File: config.mk
export PLATFORM = sky130hd
export DESIGN_NAME = dcl_regs
export DESIGN_NICKNAME = d
export VERILOG_FILES = /design/src/include/dcl_pkg.sv /design/src/rtl/dcl_regs.sv
export SDC_FILE = /design/constraint.sdc
export NUM_CORES = 1
export LEC_CHECK = 0
export ABC_AREA = 1
export BUFFER_PORTS_ARGS = -buffer_cell sky130_fd_sc_hd__buf_2
export CAP_MARGIN = 20
export CORE_ASPECT_RATIO = 1.75
export CORE_UTILIZATION = 45
export CTS_BUF_LIST = sky130_fd_sc_hd__clkbuf_4 sky130_fd_sc_hd__clkbuf_8
export CTS_CLUSTER_SIZE = 8
export DETAILED_ROUTE_END_ITERATION = 8
export HOLD_SLACK_MARGIN = 0.1
export PLACE_DENSITY = 0.74
export SETUP_SLACK_MARGIN = 0.1
export SLEW_MARGIN = 20
export SYNTH_ARGS = -nofsm -noshare
export SYNTH_HDL_FRONTEND = slang
export SYNTH_SLANG_ARGS = --single-unit
File: constraint.sdc
create_clock -name pclk -period 2.8 [get_ports pclk]
set_input_delay 0.14 -clock pclk [delete_from_list [all_inputs] [get_ports pclk]]
set_output_delay 0.14 -clock pclk [all_outputs]
set_load 0.005 [all_outputs]
File: src/include/dcl_pkg.sv
`default_nettype none
package dcl_pkg;

    // ==========================================================
    // Bus shape
    localparam int ADDR_W = 12;
    localparam int DATA_W = 32;
    localparam int IDX_W  = 7;

    // ==========================================================
    // Register indices, byte address is four times the index
    localparam logic [IDX_W-1:0] IDX_OUTPUT_CODE_FAST   = 7'h29;
    localparam logic [IDX_W-1:0] IDX_SOFT_LOAD_FAST     = 7'h32;
    localparam logic [IDX_W-1:0] IDX_INPUT_CODE_FAST    = 7'h33;
    localparam logic [IDX_W-1:0] IDX_HARD_LOAD_MASK     = 7'h37;
    localparam logic [IDX_W-1:0] IDX_OUTPUT_CODE_PREC   = 7'h38;
    localparam logic [IDX_W-1:0] IDX_OUTPUT_PAGE_PREC   = 7'h3E;
    localparam logic [IDX_W-1:0] IDX_PAGE_SELECT_PREC   = 7'h41;
    localparam logic [IDX_W-1:0] IDX_INPUT_PAGE_PREC    = 7'h42;
    localparam logic [IDX_W-1:0] IDX_INPUT_CODE_PREC    = 7'h46;

    // ==========================================================
    // Field layout and reset values
    localparam int CODE_W    = 16;
    localparam int PREC_LSB  = 8;
    localparam int PREC_MSB  = 23;
    localparam int FAST_MSB  = 15;
    localparam int CTRL_BIT  = 0;
    localparam logic [CODE_W-1:0] CODE_RST = 16'h0000;
    localparam logic              BIT_RST  = 1'b0;
    localparam logic [1:0]        WORD_LSB = 2'h0;
    localparam logic [DATA_W-1:0] RD_ZERO  = 32'h0000_0000;

    // ==========================================================
    // Carriers
    typedef struct packed {
        logic [ADDR_W-1:0] paddr;
        logic              psel;
        logic              penable;
        logic              pwrite;
        logic [DATA_W-1:0] pwdata;
    } dcl_apb_req_t;

    typedef struct packed {
        logic [DATA_W-1:0] prdata;
        logic              pready;
        logic              pslverr;
    } dcl_apb_rsp_t;

    typedef enum logic [1:0] {
        ST_IDLE   = 2'b01,
        ST_ACCESS = 2'b10
    } dcl_state_t;

endpackage
`default_nettype wire

File: src/rtl/dcl_regs.sv
// The APB interface to the registers was decided locally.
`timescale 1ns/1ns
`default_nettype none
module dcl_regs (
    input  wire logic                  pclk,
    input  wire logic                  presetn,
    input  wire dcl_pkg::dcl_apb_req_t apb_req,
    output var  dcl_pkg::dcl_apb_rsp_t apb_rsp,
    input  wire logic                  load_strobe_n,
    output var  logic [15:0]           output_code_fast,
    output var  logic [15:0]           output_code_precise
);
    import dcl_pkg::*;

    // ==========================================================
    // Storage
    dcl_state_t        state_reg;
    logic [DATA_W-1:0] prdata_reg;
    logic              pready_reg;
    logic              pslverr_reg;
    logic [CODE_W-1:0] in_fast_reg;
    logic [CODE_W-1:0] out_fast_reg;
    logic [CODE_W-1:0] in_prec_reg;
    logic [CODE_W-1:0] out_prec_reg;
    logic [CODE_W-1:0] page_out_reg;
    logic [CODE_W-1:0] page_in_reg;
    logic              mask_reg;
    logic              sel_reg;
    logic              pin_s1_reg;
    logic              pin_s2_reg;
    logic              pin_d_reg;

    // ==========================================================
    // Decode
    logic [IDX_W-1:0]  idx;
    logic              aligned;
    logic              setup;
    logic              acc_wr;
    logic              hit;
    logic [DATA_W-1:0] rd_mux;
    logic [CODE_W-1:0] wr_fast;
    logic [CODE_W-1:0] wr_prec;
    logic              wr_bit;
    logic              pin_evt;
    logic              soft_ld;
    logic              ld_fast;
    logic              ld_prec;
    logic              w_out_fast;
    logic              w_in_fast;
    logic              w_mask;
    logic              w_out_prec;
    logic              w_page_out;
    logic              w_sel;
    logic              w_page_in;
    logic              w_in_prec;

    assign idx     = apb_req.paddr[IDX_W+1:2];
    assign aligned = (apb_req.paddr[1:0] == WORD_LSB)
                   && (apb_req.paddr[ADDR_W-1:IDX_W+2] == '0);
    assign setup   = apb_req.psel && !apb_req.penable;
    assign acc_wr  = (state_reg == ST_ACCESS) && apb_req.psel
                   && apb_req.penable && apb_req.pwrite
                   && !pslverr_reg;
    assign wr_fast = apb_req.pwdata[FAST_MSB:0];
    assign wr_prec = apb_req.pwdata[PREC_MSB:PREC_LSB];
    assign wr_bit  = apb_req.pwdata[CTRL_BIT];

    assign w_out_fast = acc_wr && (idx == IDX_OUTPUT_CODE_FAST);
    assign soft_ld    = acc_wr && (idx == IDX_SOFT_LOAD_FAST)
                      && wr_bit;
    assign w_in_fast  = acc_wr && (idx == IDX_INPUT_CODE_FAST);
    assign w_mask     = acc_wr && (idx == IDX_HARD_LOAD_MASK);
    assign w_out_prec = acc_wr && (idx == IDX_OUTPUT_CODE_PREC);
    assign w_page_out = acc_wr && (idx == IDX_OUTPUT_PAGE_PREC);
    assign w_sel      = acc_wr && (idx == IDX_PAGE_SELECT_PREC);
    assign w_page_in  = acc_wr && (idx == IDX_INPUT_PAGE_PREC);
    assign w_in_prec  = acc_wr && (idx == IDX_INPUT_CODE_PREC);

    // Pin load counts only while unmasked; soft load copies the fast code only and ignores the mask
    assign pin_evt = !pin_s2_reg && pin_d_reg;
    assign ld_fast = (pin_evt && !mask_reg) || soft_ld;
    assign ld_prec = pin_evt && !mask_reg;

    // ==========================================================
    // Read mux and address check
    always_comb begin
        hit    = aligned;
        rd_mux = RD_ZERO;
        unique case (idx)
            IDX_OUTPUT_CODE_FAST: rd_mux[FAST_MSB:0] = out_fast_reg;
            IDX_SOFT_LOAD_FAST:   rd_mux = RD_ZERO;
            IDX_INPUT_CODE_FAST:  rd_mux[FAST_MSB:0] = in_fast_reg;
            IDX_HARD_LOAD_MASK:   rd_mux[CTRL_BIT] = mask_reg;
            IDX_OUTPUT_CODE_PREC: rd_mux[PREC_MSB:PREC_LSB] = out_prec_reg;
            IDX_OUTPUT_PAGE_PREC: rd_mux[PREC_MSB:PREC_LSB] = page_out_reg;
            IDX_PAGE_SELECT_PREC: rd_mux[CTRL_BIT] = sel_reg;
            IDX_INPUT_PAGE_PREC:  rd_mux[PREC_MSB:PREC_LSB] = page_in_reg;
            IDX_INPUT_CODE_PREC:  rd_mux[PREC_MSB:PREC_LSB] = in_prec_reg;
            default:              hit = 1'b0;
        endcase
    end

    // ==========================================================
    // Bus phase tracking, no wait states: pready is high in the first access cycle
    always_ff @(posedge pclk or negedge presetn) begin
        if (!presetn) begin
            state_reg <= ST_IDLE;
        end else begin
            unique case (state_reg)
                ST_IDLE:   state_reg <= setup ? ST_ACCESS : ST_IDLE;
                ST_ACCESS: state_reg <= ST_IDLE;
                default:   state_reg <= ST_IDLE;
            endcase
        end
    end

    // Answer is captured at setup so every output leaves a flop
    always_ff @(posedge pclk or negedge presetn) begin
        if (!presetn) begin
            pready_reg  <= 1'b0;
            pslverr_reg <= 1'b0;
            prdata_reg  <= RD_ZERO;
        end else if (state_reg == ST_IDLE && setup) begin
            pready_reg  <= 1'b1;
            pslverr_reg <= !hit;
            prdata_reg  <= (apb_req.pwrite || !hit) ? RD_ZERO : rd_mux;
        end else begin
            pready_reg  <= 1'b0;
            pslverr_reg <= 1'b0;
            prdata_reg  <= RD_ZERO;
        end
    end

    // ==========================================================
    // Load pin synchroniser and edge detect
    always_ff @(posedge pclk or negedge presetn) begin
        if (!presetn) begin
            pin_s1_reg <= 1'b1;
            pin_s2_reg <= 1'b1;
            pin_d_reg  <= 1'b1;
        end else begin
            pin_s1_reg <= load_strobe_n;
            pin_s2_reg <= pin_s1_reg;
            pin_d_reg  <= pin_s2_reg;
        end
    end

    // ==========================================================
    // Control bits
    always_ff @(posedge pclk or negedge presetn) begin
        if (!presetn) begin
            mask_reg <= BIT_RST;
            sel_reg  <= BIT_RST;
        end else begin
            if (w_mask) begin
                mask_reg <= wr_bit;
            end
            if (w_sel) begin
                sel_reg <= wr_bit;
            end
        end
    end

    // ==========================================================
    // Fast mode codes
    always_ff @(posedge pclk or negedge presetn) begin
        if (!presetn) begin
            in_fast_reg <= CODE_RST;
        end else if (w_in_fast) begin
            in_fast_reg <= wr_fast;
        end
    end

    // Direct writes win over a load in the same cycle
    always_ff @(posedge pclk or negedge presetn) begin
        if (!presetn) begin
            out_fast_reg <= CODE_RST;
        end else if (w_out_fast) begin
            out_fast_reg <= wr_fast;
        end else if (ld_fast) begin
            out_fast_reg <= in_fast_reg;
        end
    end

    // ==========================================================
    // Precision mode pages and codes
    always_ff @(posedge pclk or negedge presetn) begin
        if (!presetn) begin
            page_out_reg <= CODE_RST;
            page_in_reg  <= CODE_RST;
        end else begin
            if (w_page_out) begin
                page_out_reg <= wr_prec;
            end
            if (w_page_in) begin
                page_in_reg <= wr_prec;
            end
        end
    end

    always_ff @(posedge pclk or negedge presetn) begin
        if (!presetn) begin
            in_prec_reg <= CODE_RST;
        end else if (w_in_prec) begin
            in_prec_reg <= wr_prec;
        end else if (w_page_in && sel_reg) begin
            in_prec_reg <= wr_prec;
        end
    end

    always_ff @(posedge pclk or negedge presetn) begin
        if (!presetn) begin
            out_prec_reg <= CODE_RST;
        end else if (w_out_prec) begin
            out_prec_reg <= wr_prec;
        end else if (w_page_out && sel_reg) begin
            out_prec_reg <= wr_prec;
        end else if (ld_prec) begin
            out_prec_reg <= in_prec_reg;
        end
    end

    // ==========================================================
    // Outputs
    assign apb_rsp.prdata      = prdata_reg;
    assign apb_rsp.pready      = pready_reg;
    assign apb_rsp.pslverr     = pslverr_reg;
    assign output_code_fast    = out_fast_reg;
    assign output_code_precise = out_prec_reg;
endmodule // dcl_regs
`default_nettype wire

==> reports/results.ini, run 1 <==
[global_route]
grt-ovfl-total = 0
grt_util_met2_pct = 44.24
grt.busiest_layer = met2
antenna_found_initial = 0
met1_usage_pct = 25.30
grt_pass1_wl_um = 26110
grt_max_degree = 129
grt.total_usage_pct = 24.10
met3_usage_pct = 5.151
grt_pass1_vias = 5391

[cells_and_area]
syn_to_final_growth_pct = 20.52
fin_util_pct = 55.29
final_layout_size_suffix_gt1_share_pct = 20.40
largest_reg_flops = 24
stdcell_area_um2 = 7400
num_antenna_cells = 0
nNetsFinal = 936

[cts]
htreeDepth = 4
root_buffer = clkbuf_8
cts_tree = done
postCtsSetupBuffers = 0
cts.clk_slew.worst_paths_ns = 0.07
cts.sinks = 128
cts_buffers = 17
post_cts_resized = 0
cts_buffer_depth = 2
clock_latency_ns = 0.45

[routing]
wl_per_cell_um = 15.18
vias = 5503
wl_um = 16260
drc_errors = 0
dr.first_iter.drc_count = 510
viasPerCell = 5.138
ant_nets = 0
drtPass1Iterations = 7

[power]
finalPower_mw = 3.657
vdd_drop_max_uv = 277.6
p_leak_nw = 3.713
power_density_nw_per_um2 = 494.2

[logic_synthesis]
synthCells = 764
synth.most_common_cell = nand2_1
ys_types = 29
syn_area_um2 = 6140
yosys.area.top_type_share_pct = 50.54
netlist_top_cells_area = dfrtp_1 51%, nand2_1 12%, nand3_1 8.0%, o21ai_0 5.5%, inv_1 4.6%
synthTopCellsByCount = 193 x nand2_1, 124 x dfrtp_1, 98 x nand3_1
async_flop_share_pct = 100.0
synth_seq_cells = 128
synth_warnings = 0
synthFlopType = dfrtp_1
avgSynthCellArea_um2 = 8.036
seq_area_frac_synth_pct = 52.25
synth-edff-count = 0
synth_area_leader_cell = dfrtp_1

[worst_setup_path]
path_class = reg2reg
cp.arrival_ns = 2.40
critPathSlowestCell = dfstp_2
path_buf_inv = 1
start_kind = flop
path_cells = nor2_1 > nand3_1 > inv_2 > nand4_1 > nand3_2 > nand2_1 > o21ai_1
critPathMaxFanout = 32
cp_slowest_stage_delay_ns = 0.53
endpoint_kind = flop
crit_required_ns = 3.10
path_delay_family = simple AND/OR/NAND/NOR gates

[die]
num_rows = 56
start_util_pct = 45.88
die_h_um = 156.5
core_area_um2 = 13380
die_w_um = 90.30
die_area_um2 = 14130
io_pins = 116

[timing]
worst_pin_slew_ns = 0.7032
drv_slew = 0
period_needed_ns = 2.103
slew-limit-headroom_pct = 53.12
finClkSkew_ns = 0.01301
setup_viol = 0
fin_setup_tns_ns = 0
hold_slack_ns = 0.1444
final-hold-violation-count = 0
rsz0062_at_grt = false
fin_crit_sh_pct = 75.12
max_freq_ghz = 0.4755

[placed_design]
portBuffers = 99
globalplace.congestion = 0.9333
hpwl_um = 10820
place_area_um2 = 6716

[run_status]
status = complete, no violations

[hold_path]
hold_path_class = in2reg

[run]
cap_violations = 0

## area by class of cell
cell class,count,area (um^2)
Tap cell,174,217.7
Timing Repair Buffer,142,908.4
Fill cell,1272,5983
Inverter,79,299.0
Multi-Input combinational cell,518,2384
Sequential cell,128,3208
Clock inverter,10,113.9
Clock buffer,20,269.0
## worst register-to-register path: stages, from the launching register on
cell     delay, ns
dfstp_2       0.53
nor2_1        0.04
nand3_1       0.23
inv_2         0.15
nand4_1       0.13
nand3_2       0.51
nand2_1       0.24
o21ai_1       0.10
## layout by cell type, fill, tap and decap left out, types with 2 or more instances in the layout
master | Yosys | final
clkbuf_8 | 0 | 19
nand3_2 | 3 | 3
dfrtp_1 | 124 | 124
clkinv_2 | 0 | 3
dlygate4sd3_1 | 0 | 30
o21ai_0 | 67 | 67
conb_1 | 1 | 8
a21oi_1 | 8 | 8
o21ai_1 | 32 | 32
nor2_1 | 60 | 60
dfstp_2 | 4 | 4
bufinv_16 | 0 | 2
clkinvlp_4 | 0 | 4
inv_2 | 3 | 3
nand3_1 | 98 | 98
inv_1 | 75 | 75
nand2_1 | 193 | 193
nor2_2 | 24 | 24
buf_4 | 13 | 13
nand4_1 | 9 | 9
nor2_4 | 2 | 2
o22ai_1 | 7 | 7
buf_2 | 13 | 98
## metal layers
metal | vias to the layer above | part of all wire, %
met5 | - | 0
met4 | 0 | 4.1
met3 | 47 | 4.9
met2 | 200 | 54
met1 | 2583 | 37
li1 | 2673 | -
## path summary, 6_finish.rpt
kind | end | start | slack (ns) | cells after the start
setup / recovery | output_code_fast[6] | state_reg[0] | 0.70 | 7
hold / removal | pslverr_reg | apb_req[33] | 0.14 | 4
setup reg to reg | output_code_fast[6] | state_reg[0] | 0.70 | 7
hold reg to reg | pin_s2_reg | pin_s1_reg | 0.36 | 0
max in group asynchronous | output_code_precise[4] | presetn | 1.91 | 3
min in group asynchronous | prdata_reg[1] | presetn | 0.32 | 3
## report_power, final
part	internal (mW)	switching, mW
registers	1.87	0.00920
logic	0.0818	0.154
clock network	0.832	0.711
total	2.78	0.874
## stage by stage
| stage | instances | setup WS (ns) |
|---|---|---|
| 6_report | 1071 | 0.6967 |
| 5_1_grt | 1071 | 0.5685 |
| 4_1_cts | 1071 | 0.7055 |
| 3_5_place_dp | 1011 | 0.7230 |
| 3_3_place_gp | 1011 | 0.7707 |
| 2_1_floorplan | 771 | 1.280 |
## logic make-up (layout without fill, tap and decap cells)
| family | after synthesis | after routing | share of synthesized area (%) |
|---|---|---|---|
| AND/OR/NAND/NOR | 395 | 395 | 28.78 |
| buffers and inverters | 125 | 251 | 9.354 |
| AO/OA/AOI/OAI | 115 | 115 | 9.558 |
| other | 1 | 8 | 0.06108 |
| flip-flops | 128 | 128 | 52.25 |
## timing repair
item / CTS / global route
endpoints found under the hold margin: 219 / 0
hold buffers: 30 / 0
endpoints found under the setup margin: 0 / 0
Note: power is estimated with default switching activity, not from simulation.
==> run 2, diff against run 1 <==
Settings changed: PLACE_DENSITY 0.74 to 0.77.
Clock period 2.8 ns to 1.7 ns, I/O delays scaled along.
==> run 2 against run 1 <==
Compared with the run above: core utilization is 2.9 points higher; worst hold slack worse by 0.027 ns; die area stayed put; wire length is 2.8% higher; sequential power is 64% higher; first-iteration DRC count is 25% lower; via count is 2.8% higher; critical path type is now in2reg; largest cell class unchanged; highest routed layer unchanged.
==> reports/results.ini, run 2 (same netlist as run 1, synthesis figures left out) <==
[run_status]
status = complete, no violations  ; unchanged

[routing]
wl_per_cell_um = 15.18  ; about the same
drc_errors = 0  ; unchanged
drtPass1Iterations = 6  ; was 7
vias = 5658  ; was 5503
viasPerCell = 5.139  ; was 5.138
dr.first_iter.drc_count = 383  ; was 510
wl_um = 16710  ; was 16260 um
ant_nets = 0  ; unchanged

[cts]
cts_buffers = 17  ; unchanged
htreeDepth = 4  ; unchanged
cts.sinks = 128  ; unchanged
cts.clk_slew.worst_paths_ns = 0.08  ; was 0.07 ns
clock_latency_ns = 0.45  ; about the same
root_buffer = clkbuf_8  ; unchanged
cts_tree = done  ; unchanged
cts_buffer_depth = 2  ; unchanged

[timing]
period_needed_ns = 1.546
hold_slack_ns = 0.1171  ; was 0.1444 ns
drv_slew = 0  ; unchanged
fin_setup_tns_ns = 0  ; unchanged
final-hold-violation-count = 0  ; unchanged
fin_crit_sh_pct = 90.95
finClkSkew_ns = 0.008569  ; was 0.01301 ns
setup_viol = 0  ; unchanged
max_freq_ghz = 0.6468
rsz0062_at_grt = false  ; unchanged

[worst_setup_path]
endpoint = pslverr_reg  ; was output_code_fast[6]
path_cells = dlygate4sd3_1 > buf_2 > nor3b_1 > dlygate4sd3_1 > a21oi_1  ; was nor2_1 > nand3_1 > inv_2 > nand4_1 > nand3_2 > nand2_1 > o21ai_1
reg2reg_depth = 9  ; was 7
critPathMaxFanout = 2  ; was 32
start_kind = primary input  ; was flop
crit_top_cell = dlygate4sd3_1
cp_num_cells = 5  ; was 7
endpoint_kind = flop  ; unchanged
path_delay_family = buffers and inverters  ; was simple AND/OR/NAND/NOR gates
path_buf_inv = 3  ; was 1
r2r_start = state_reg[0]  ; unchanged
rrSetupSlack_ns = 0.18  ; was 0.70 ns
path_class = in2reg  ; was reg2reg
critPathLaunch = apb_req[36]  ; was state_reg[0]
cp.arrival_ns = 1.87  ; was 2.40 ns
crit_required_ns = 2.02  ; was 3.10 ns
critPathSlowestCell = dlygate4sd3_1  ; was dfstp_2
rr_endpoint = output_code_fast[0]  ; was output_code_fast[6]
cp_slowest_stage_delay_ns = 0.62  ; was 0.53 ns

[cells_and_area]
final_common_cell = nand2_1  ; unchanged
mostFrequentLayoutCells = 193 x nand2_1, 124 x dfrtp_1, 98 x buf_2, 97 x nand3_1, 74 x inv_1  ; was 193 x nand2_1, 124 x dfrtp_1, 98 x nand3_1, 98 x buf_2, 75 x inv_1
syn_to_final_growth_pct = 26.92  ; was 20.52%
nNetsFinal = 964  ; was 936
final_layout_size_suffix_gt1_share_pct = 23.09  ; was 20.40%
multiInputGateArea_um2 = 2399  ; was 2384 um^2
nFillCells = 1185  ; was 1272
num_antenna_cells = 0  ; unchanged
largest_reg_flops = 24  ; unchanged
seq_area_um2 = 3208  ; unchanged

[die]
die_area_um2 = 14130  ; unchanged
core_area_um2 = 13380  ; unchanged
num_rows = 56  ; unchanged
die_w_um = 90.30  ; unchanged
io_pins = 116  ; unchanged
start_util_pct = 45.88  ; unchanged
die_h_um = 156.5  ; unchanged

[global_route]
grt_max_degree = 50  ; was 129
grt_pass1_wl_um = 26250  ; was 26110 um
grt-ovfl-total = 0  ; unchanged
antenna_found_initial = 0  ; unchanged
grt_pass1_vias = 5335  ; was 5391
grt.total_usage_pct = 24.32  ; was 24.10%

[placed_design]
hpwl_um = 11620  ; was 10820 um
portBuffers = 99  ; unchanged
globalplace.congestion = 0.8893  ; was 0.9333

[power]
vdd_drop_max_uv = 528.5  ; was 277.6 uV
power_density_nw_per_um2 = 792.2  ; was 494.2 nW/um^2
p_leak_nw = 3.906  ; was 3.713 nW

[run]
cap_violations = 0  ; unchanged

[hold_path]
hold_path_class = in2async  ; was in2reg

[run 2: cell count changes in the layout (fill, tap and decap cells not counted), sizes merged]
cell,change
inv,-1
buf,+25
clkinv,+2
dlygate4sd3,+2
clkinvlp,+1
clkbuf,+1
[run 2: metrics by stage]
stage | total power [mW] | setup WS, ns | cell area [um^2] | instances | util (%)
after floorplan | 3.305 | 0.1801 | 6166 | 771 | -
after global placement | 3.510 | 0.1676 | 6984 | 1035 | 52.19
after detailed placement | 3.515 | 0.1261 | 6984 | 1035 | 52.19
after CTS | 6.197 | 0.1591 | 7715 | 1099 | 57.65
after global routing | 6.415 | 0.1109 | 7792 | 1101 | 58.23
final | 6.173 | 0.1539 | 7792 | 1101 | 58.23
[run 2: worst min-delay path by stage]
stage | start | end | depth (start not counted)
after detailed placement | presetn | prdata_reg[1] | 1
after floorplan | presetn | in_fast_reg[0] | 0
after global placement | presetn | prdata_reg[1] | 1
final | presetn | prdata_reg[1] | 2
after CTS | presetn | prdata_reg[1] | 2
after global routing | presetn | prdata_reg[1] | 2
[run 2: layer usage]
layer	up-vias	global-route usage (%)	routed length, um	share of wire [%]
met5	-	0	0	0
li1	2735	-	-	-
met2	197	43.80	9048	54
met1	2673	26.08	6137	37
met4	0	14.06	682	4.1
met3	53	5.345	841	5.0
[run 2: layout make-up]
type / count / area share, %
Clock buffer: 20 / 3.532
Clock inverter: 12 / 1.734
Inverter: 79 / 3.918
Multi-Input combinational cell: 518 / 30.78
Sequential cell: 128 / 41.17
Tap cell: 174 / 2.794
Timing Repair Buffer: 170 / 16.07
[run 2: what timing repair did]
item	CTS	global route
setup endpoints to repair	0	32
hold endpoints to repair	225	0
hold buffers	32	0
gates resized for setup	0	9
buffers inserted	0	1
[run 2: where the power goes]
group          switching [mW]  internal, mW
clock network            1.22          1.42
logic                   0.270         0.172
registers              0.0141          3.08
==> run 3, diff against run 2 <==
--- a/config.mk
+++ b/config.mk
@@ -15,3 +15,3 @@
 export DETAILED_ROUTE_END_ITERATION = 8
-export HOLD_SLACK_MARGIN = 0.1
+export HOLD_SLACK_MARGIN = 0.03
 export PLACE_DENSITY = 0.77
==> constraint.sdc (replaced) <==
create_clock -name pclk -period 1.7 [get_ports pclk]
set_input_delay 0.17 -clock pclk [delete_from_list [all_inputs] [get_ports pclk]]
set_output_delay 0.17 -clock pclk [all_outputs]
set_load 0.1 [all_outputs]
==> run 3 against run 2 <==
Compared with the run above: register-to-register slack about the same; critical endpoint is now output_code_fast[4]; worst hold slack got worse by 0.043 ns; clock-buffer cell count decreased by 2; largest cell class unchanged.
==> reports/results.ini, run 3 (same netlist as run 1, synthesis figures left out) <==
[run_status]
status = complete, no violations  ; unchanged

[routing]
vias = 5606  ; was 5658
wl_um = 16340  ; was 16710 um
ant_nets = 0  ; unchanged
wl_per_cell_um = 14.95  ; was 15.18 um
wl_met2_um = 8856  ; was 9048 um
dr.first_iter.drc_count = 352  ; was 383
met3_length_um = 675  ; was 841 um
drtPass1Iterations = 5  ; was 6
wl_met1_um = 6196  ; was 6137 um
routed.top_layer = met4  ; unchanged
drc_errors = 0  ; unchanged
viasPerCell = 5.129  ; was 5.139

[cts]
clock_latency_ns = 0.44  ; was 0.45 ns
cts_buffer_depth = 2  ; unchanged
cts_buffers = 17  ; unchanged
cts_tree = done  ; unchanged
root_buffer = clkbuf_8  ; unchanged
cts.sinks = 128  ; unchanged
cts.clk_slew.worst_paths_ns = 0.08  ; about the same
htreeDepth = 4  ; unchanged

[worst_setup_path]
crit_required_ns = 2.06  ; was 2.02 ns
start_kind = flop  ; was primary input
rrSetupSlack_ns = 0.17  ; was 0.18 ns
path_delay_family = simple AND/OR/NAND/NOR gates  ; was buffers and inverters
crit_top_cell = nand3_2  ; was dlygate4sd3_1
path_buf_inv = 3  ; unchanged
r2r_start = pslverr_reg  ; was state_reg[0]
reg2reg_depth = 9  ; unchanged
cp_num_cells = 9  ; was 5
rr_endpoint = output_code_fast[4]  ; was output_code_fast[0]
critPathLaunch = pslverr_reg  ; was apb_req[36]
path_cells = nor2_1 > nand3_2 > buf_4 > nor2_8 > inv_4 > nand3_2 > buf_12 > nand2_1 > o21ai_1  ; was dlygate4sd3_1 > buf_2 > nor3b_1 > dlygate4sd3_1 > a21oi_1
critPathMaxFanout = 20  ; was 2
cp.arrival_ns = 1.89  ; was 1.87 ns
endpoint_kind = flop  ; unchanged
critPathSlowestCell = dfrtp_1  ; was dlygate4sd3_1
path_class = reg2reg  ; was in2reg
endpoint = output_code_fast[4]  ; was pslverr_reg
cp_slowest_stage_delay_ns = 0.38  ; was 0.62 ns

[die]
core_area_um2 = 13380  ; unchanged
die_h_um = 156.5  ; unchanged
num_rows = 56  ; unchanged
start_util_pct = 45.88  ; unchanged
die_area_um2 = 14130  ; unchanged
die_w_um = 90.30  ; unchanged
io_pins = 116  ; unchanged

[timing]
rsz0062_at_grt = true  ; was false
fin_setup_tns_ns = 0  ; unchanged
finClkSkew_ns = 0.01372  ; was 0.008569 ns
drv_slew = 0  ; unchanged
setup_viol = 0  ; unchanged
final-hold-violation-count = 0  ; unchanged
period_needed_ns = 1.529  ; was 1.546 ns
hold_slack_ns = 0.07449  ; was 0.1171 ns
max_freq_ghz = 0.6539  ; was 0.6468 GHz
fin_crit_sh_pct = 89.96  ; was 90.95%

[global_route]
grt_max_degree = 78  ; was 50
grt_pass1_wl_um = 25870  ; was 26250 um
grt.total_usage_pct = 23.84  ; was 24.32%
grt-ovfl-total = 0  ; unchanged
grt_pass1_vias = 5325  ; was 5335
antenna_found_initial = 0  ; unchanged

[cells_and_area]
multiInputGateArea_um2 = 2389  ; was 2399 um^2
seq_area_um2 = 3208  ; unchanged
largest_reg_flops = 24  ; unchanged
num_antenna_cells = 0  ; unchanged
final_common_cell = nand2_1  ; unchanged
nFillCells = 1225  ; was 1185
mostFrequentLayoutCells = 193 x nand2_1, 124 x dfrtp_1, 98 x buf_2, 97 x nand3_1, 74 x inv_1  ; unchanged
nNetsFinal = 956  ; was 964
syn_to_final_growth_pct = 26.39  ; was 26.92%
final_layout_size_suffix_gt1_share_pct = 23.07  ; was 23.09%
stdcell_area_um2 = 7760  ; was 7792 um^2

[power]
internal_power_mw = 5.047  ; was 4.669 mW
vdd_drop_max_uv = 445.7  ; was 528.5 uV
p_clk_share_pct = 45.2  ; was 42.8%
power.switching_mw = 1.794  ; was 1.505 mW
p_leak_nw = 3.902  ; was 3.906 nW
p_comb_share_pct = 9.7  ; was 7.2%
power_density_nw_per_um2 = 881.6  ; was 792.2 nW/um^2
p_sw_share_pct = 26.23  ; was 24.37%
pwr-share-seq_pct = 45.2  ; was 50.1%

[hold_path]
hold_path_class = in2reg  ; was in2async
hold_path_depth = 3

[placed_design]
hpwl_um = 11510  ; was 11620 um
globalplace.congestion = 0.8863  ; was 0.8893
portBuffers = 99  ; unchanged
place_area_um2 = 6997  ; was 6984 um^2

[run]
cap_violations = 0  ; unchanged

## run 3: cell count changes in the layout (fill, tap and decap cells not counted), moves of 2 or more
cell	delta
bufinv_16	+3
inv_6	+3
clkinvlp_4	-3
dlygate4sd3_1	-7
clkbuf_8	-2
## run 3: final cells by class
| cell class | instances | share of cell area, % |
|---|---|---|
| flip-flops and latches | 128 | 41.34 |
| multi-input cells | 518 | 30.78 |
| repair buffers | 162 | 15.03 |
| inverters | 79 | 3.934 |
| clock buffers | 18 | 3.193 |
| clock inverters | 14 | 2.918 |
| well taps | 174 | 2.806 |
## run 3: power groups by stage
stage / combinational, mW / sequential, mW / clock (mW)
global route: 0.701 / 3.09 / 3.25
global placement: 0.605 / 3.15 / 0
finish: 0.662 / 3.09 / 3.09
CTS: 0.655 / 3.09 / 3.12
floorplan: 0.248 / 3.30 / 0
detailed placement: 0.609 / 3.15 / 0
## run 3: worst min-delay path by stage
| stage | startpoint | end | slack (ns) |
|---|---|---|---|
| finish | apb_req[0] | in_fast_reg[0] | 0.07 |
| global route | apb_req[0] | in_fast_reg[0] | 0.09 |
| CTS | apb_req[0] | in_fast_reg[0] | 0.06 |
| detailed placement | presetn | output_code_fast[2] | 0.19 |
| global placement | presetn | prdata_reg[2] | 0.19 |
| floorplan | presetn | in_fast_reg[0] | -0.13 |
## run 3: layer usage
metal	global-route usage, %	up-vias
met5	0	-
met4	13.06	0
met3	4.033	38
met2	43.69	191
met1	25.96	2663
li1	-	2714
## run 3: worst register-to-register path, cell delays in order, from the launching register on
cell and delay [ns]:
dfrtp_1 0.38, nor2_1 0.11, nand3_2 0.14, buf_4 0.18, nor2_8 0.14, inv_4 0.07
nand3_2 0.11, buf_12 0.16, nand2_1 0.07, o21ai_1 0.08
## run 3: repair_timing
action / CTS / global route
hold buffers: 25 / 0
gates resized for setup: 0 / 6
endpoints found under the setup margin: 0 / 31
endpoints found under the hold margin: 160 / 0
buffers inserted: 0 / 1
## run 3: stage by stage
step                      utilization [%]  total power [mW]  setup WS (ns)  instances
after floorplan                         -             3.545         0.1801        771
after detailed placement            52.28             3.759        0.07349       1035
after global placement              52.28             3.754         0.1120       1035
after global routing                57.98             7.048        0.09545       1093
after CTS                           57.69             6.863         0.1134       1092
final                               57.98             6.841         0.1707       1093
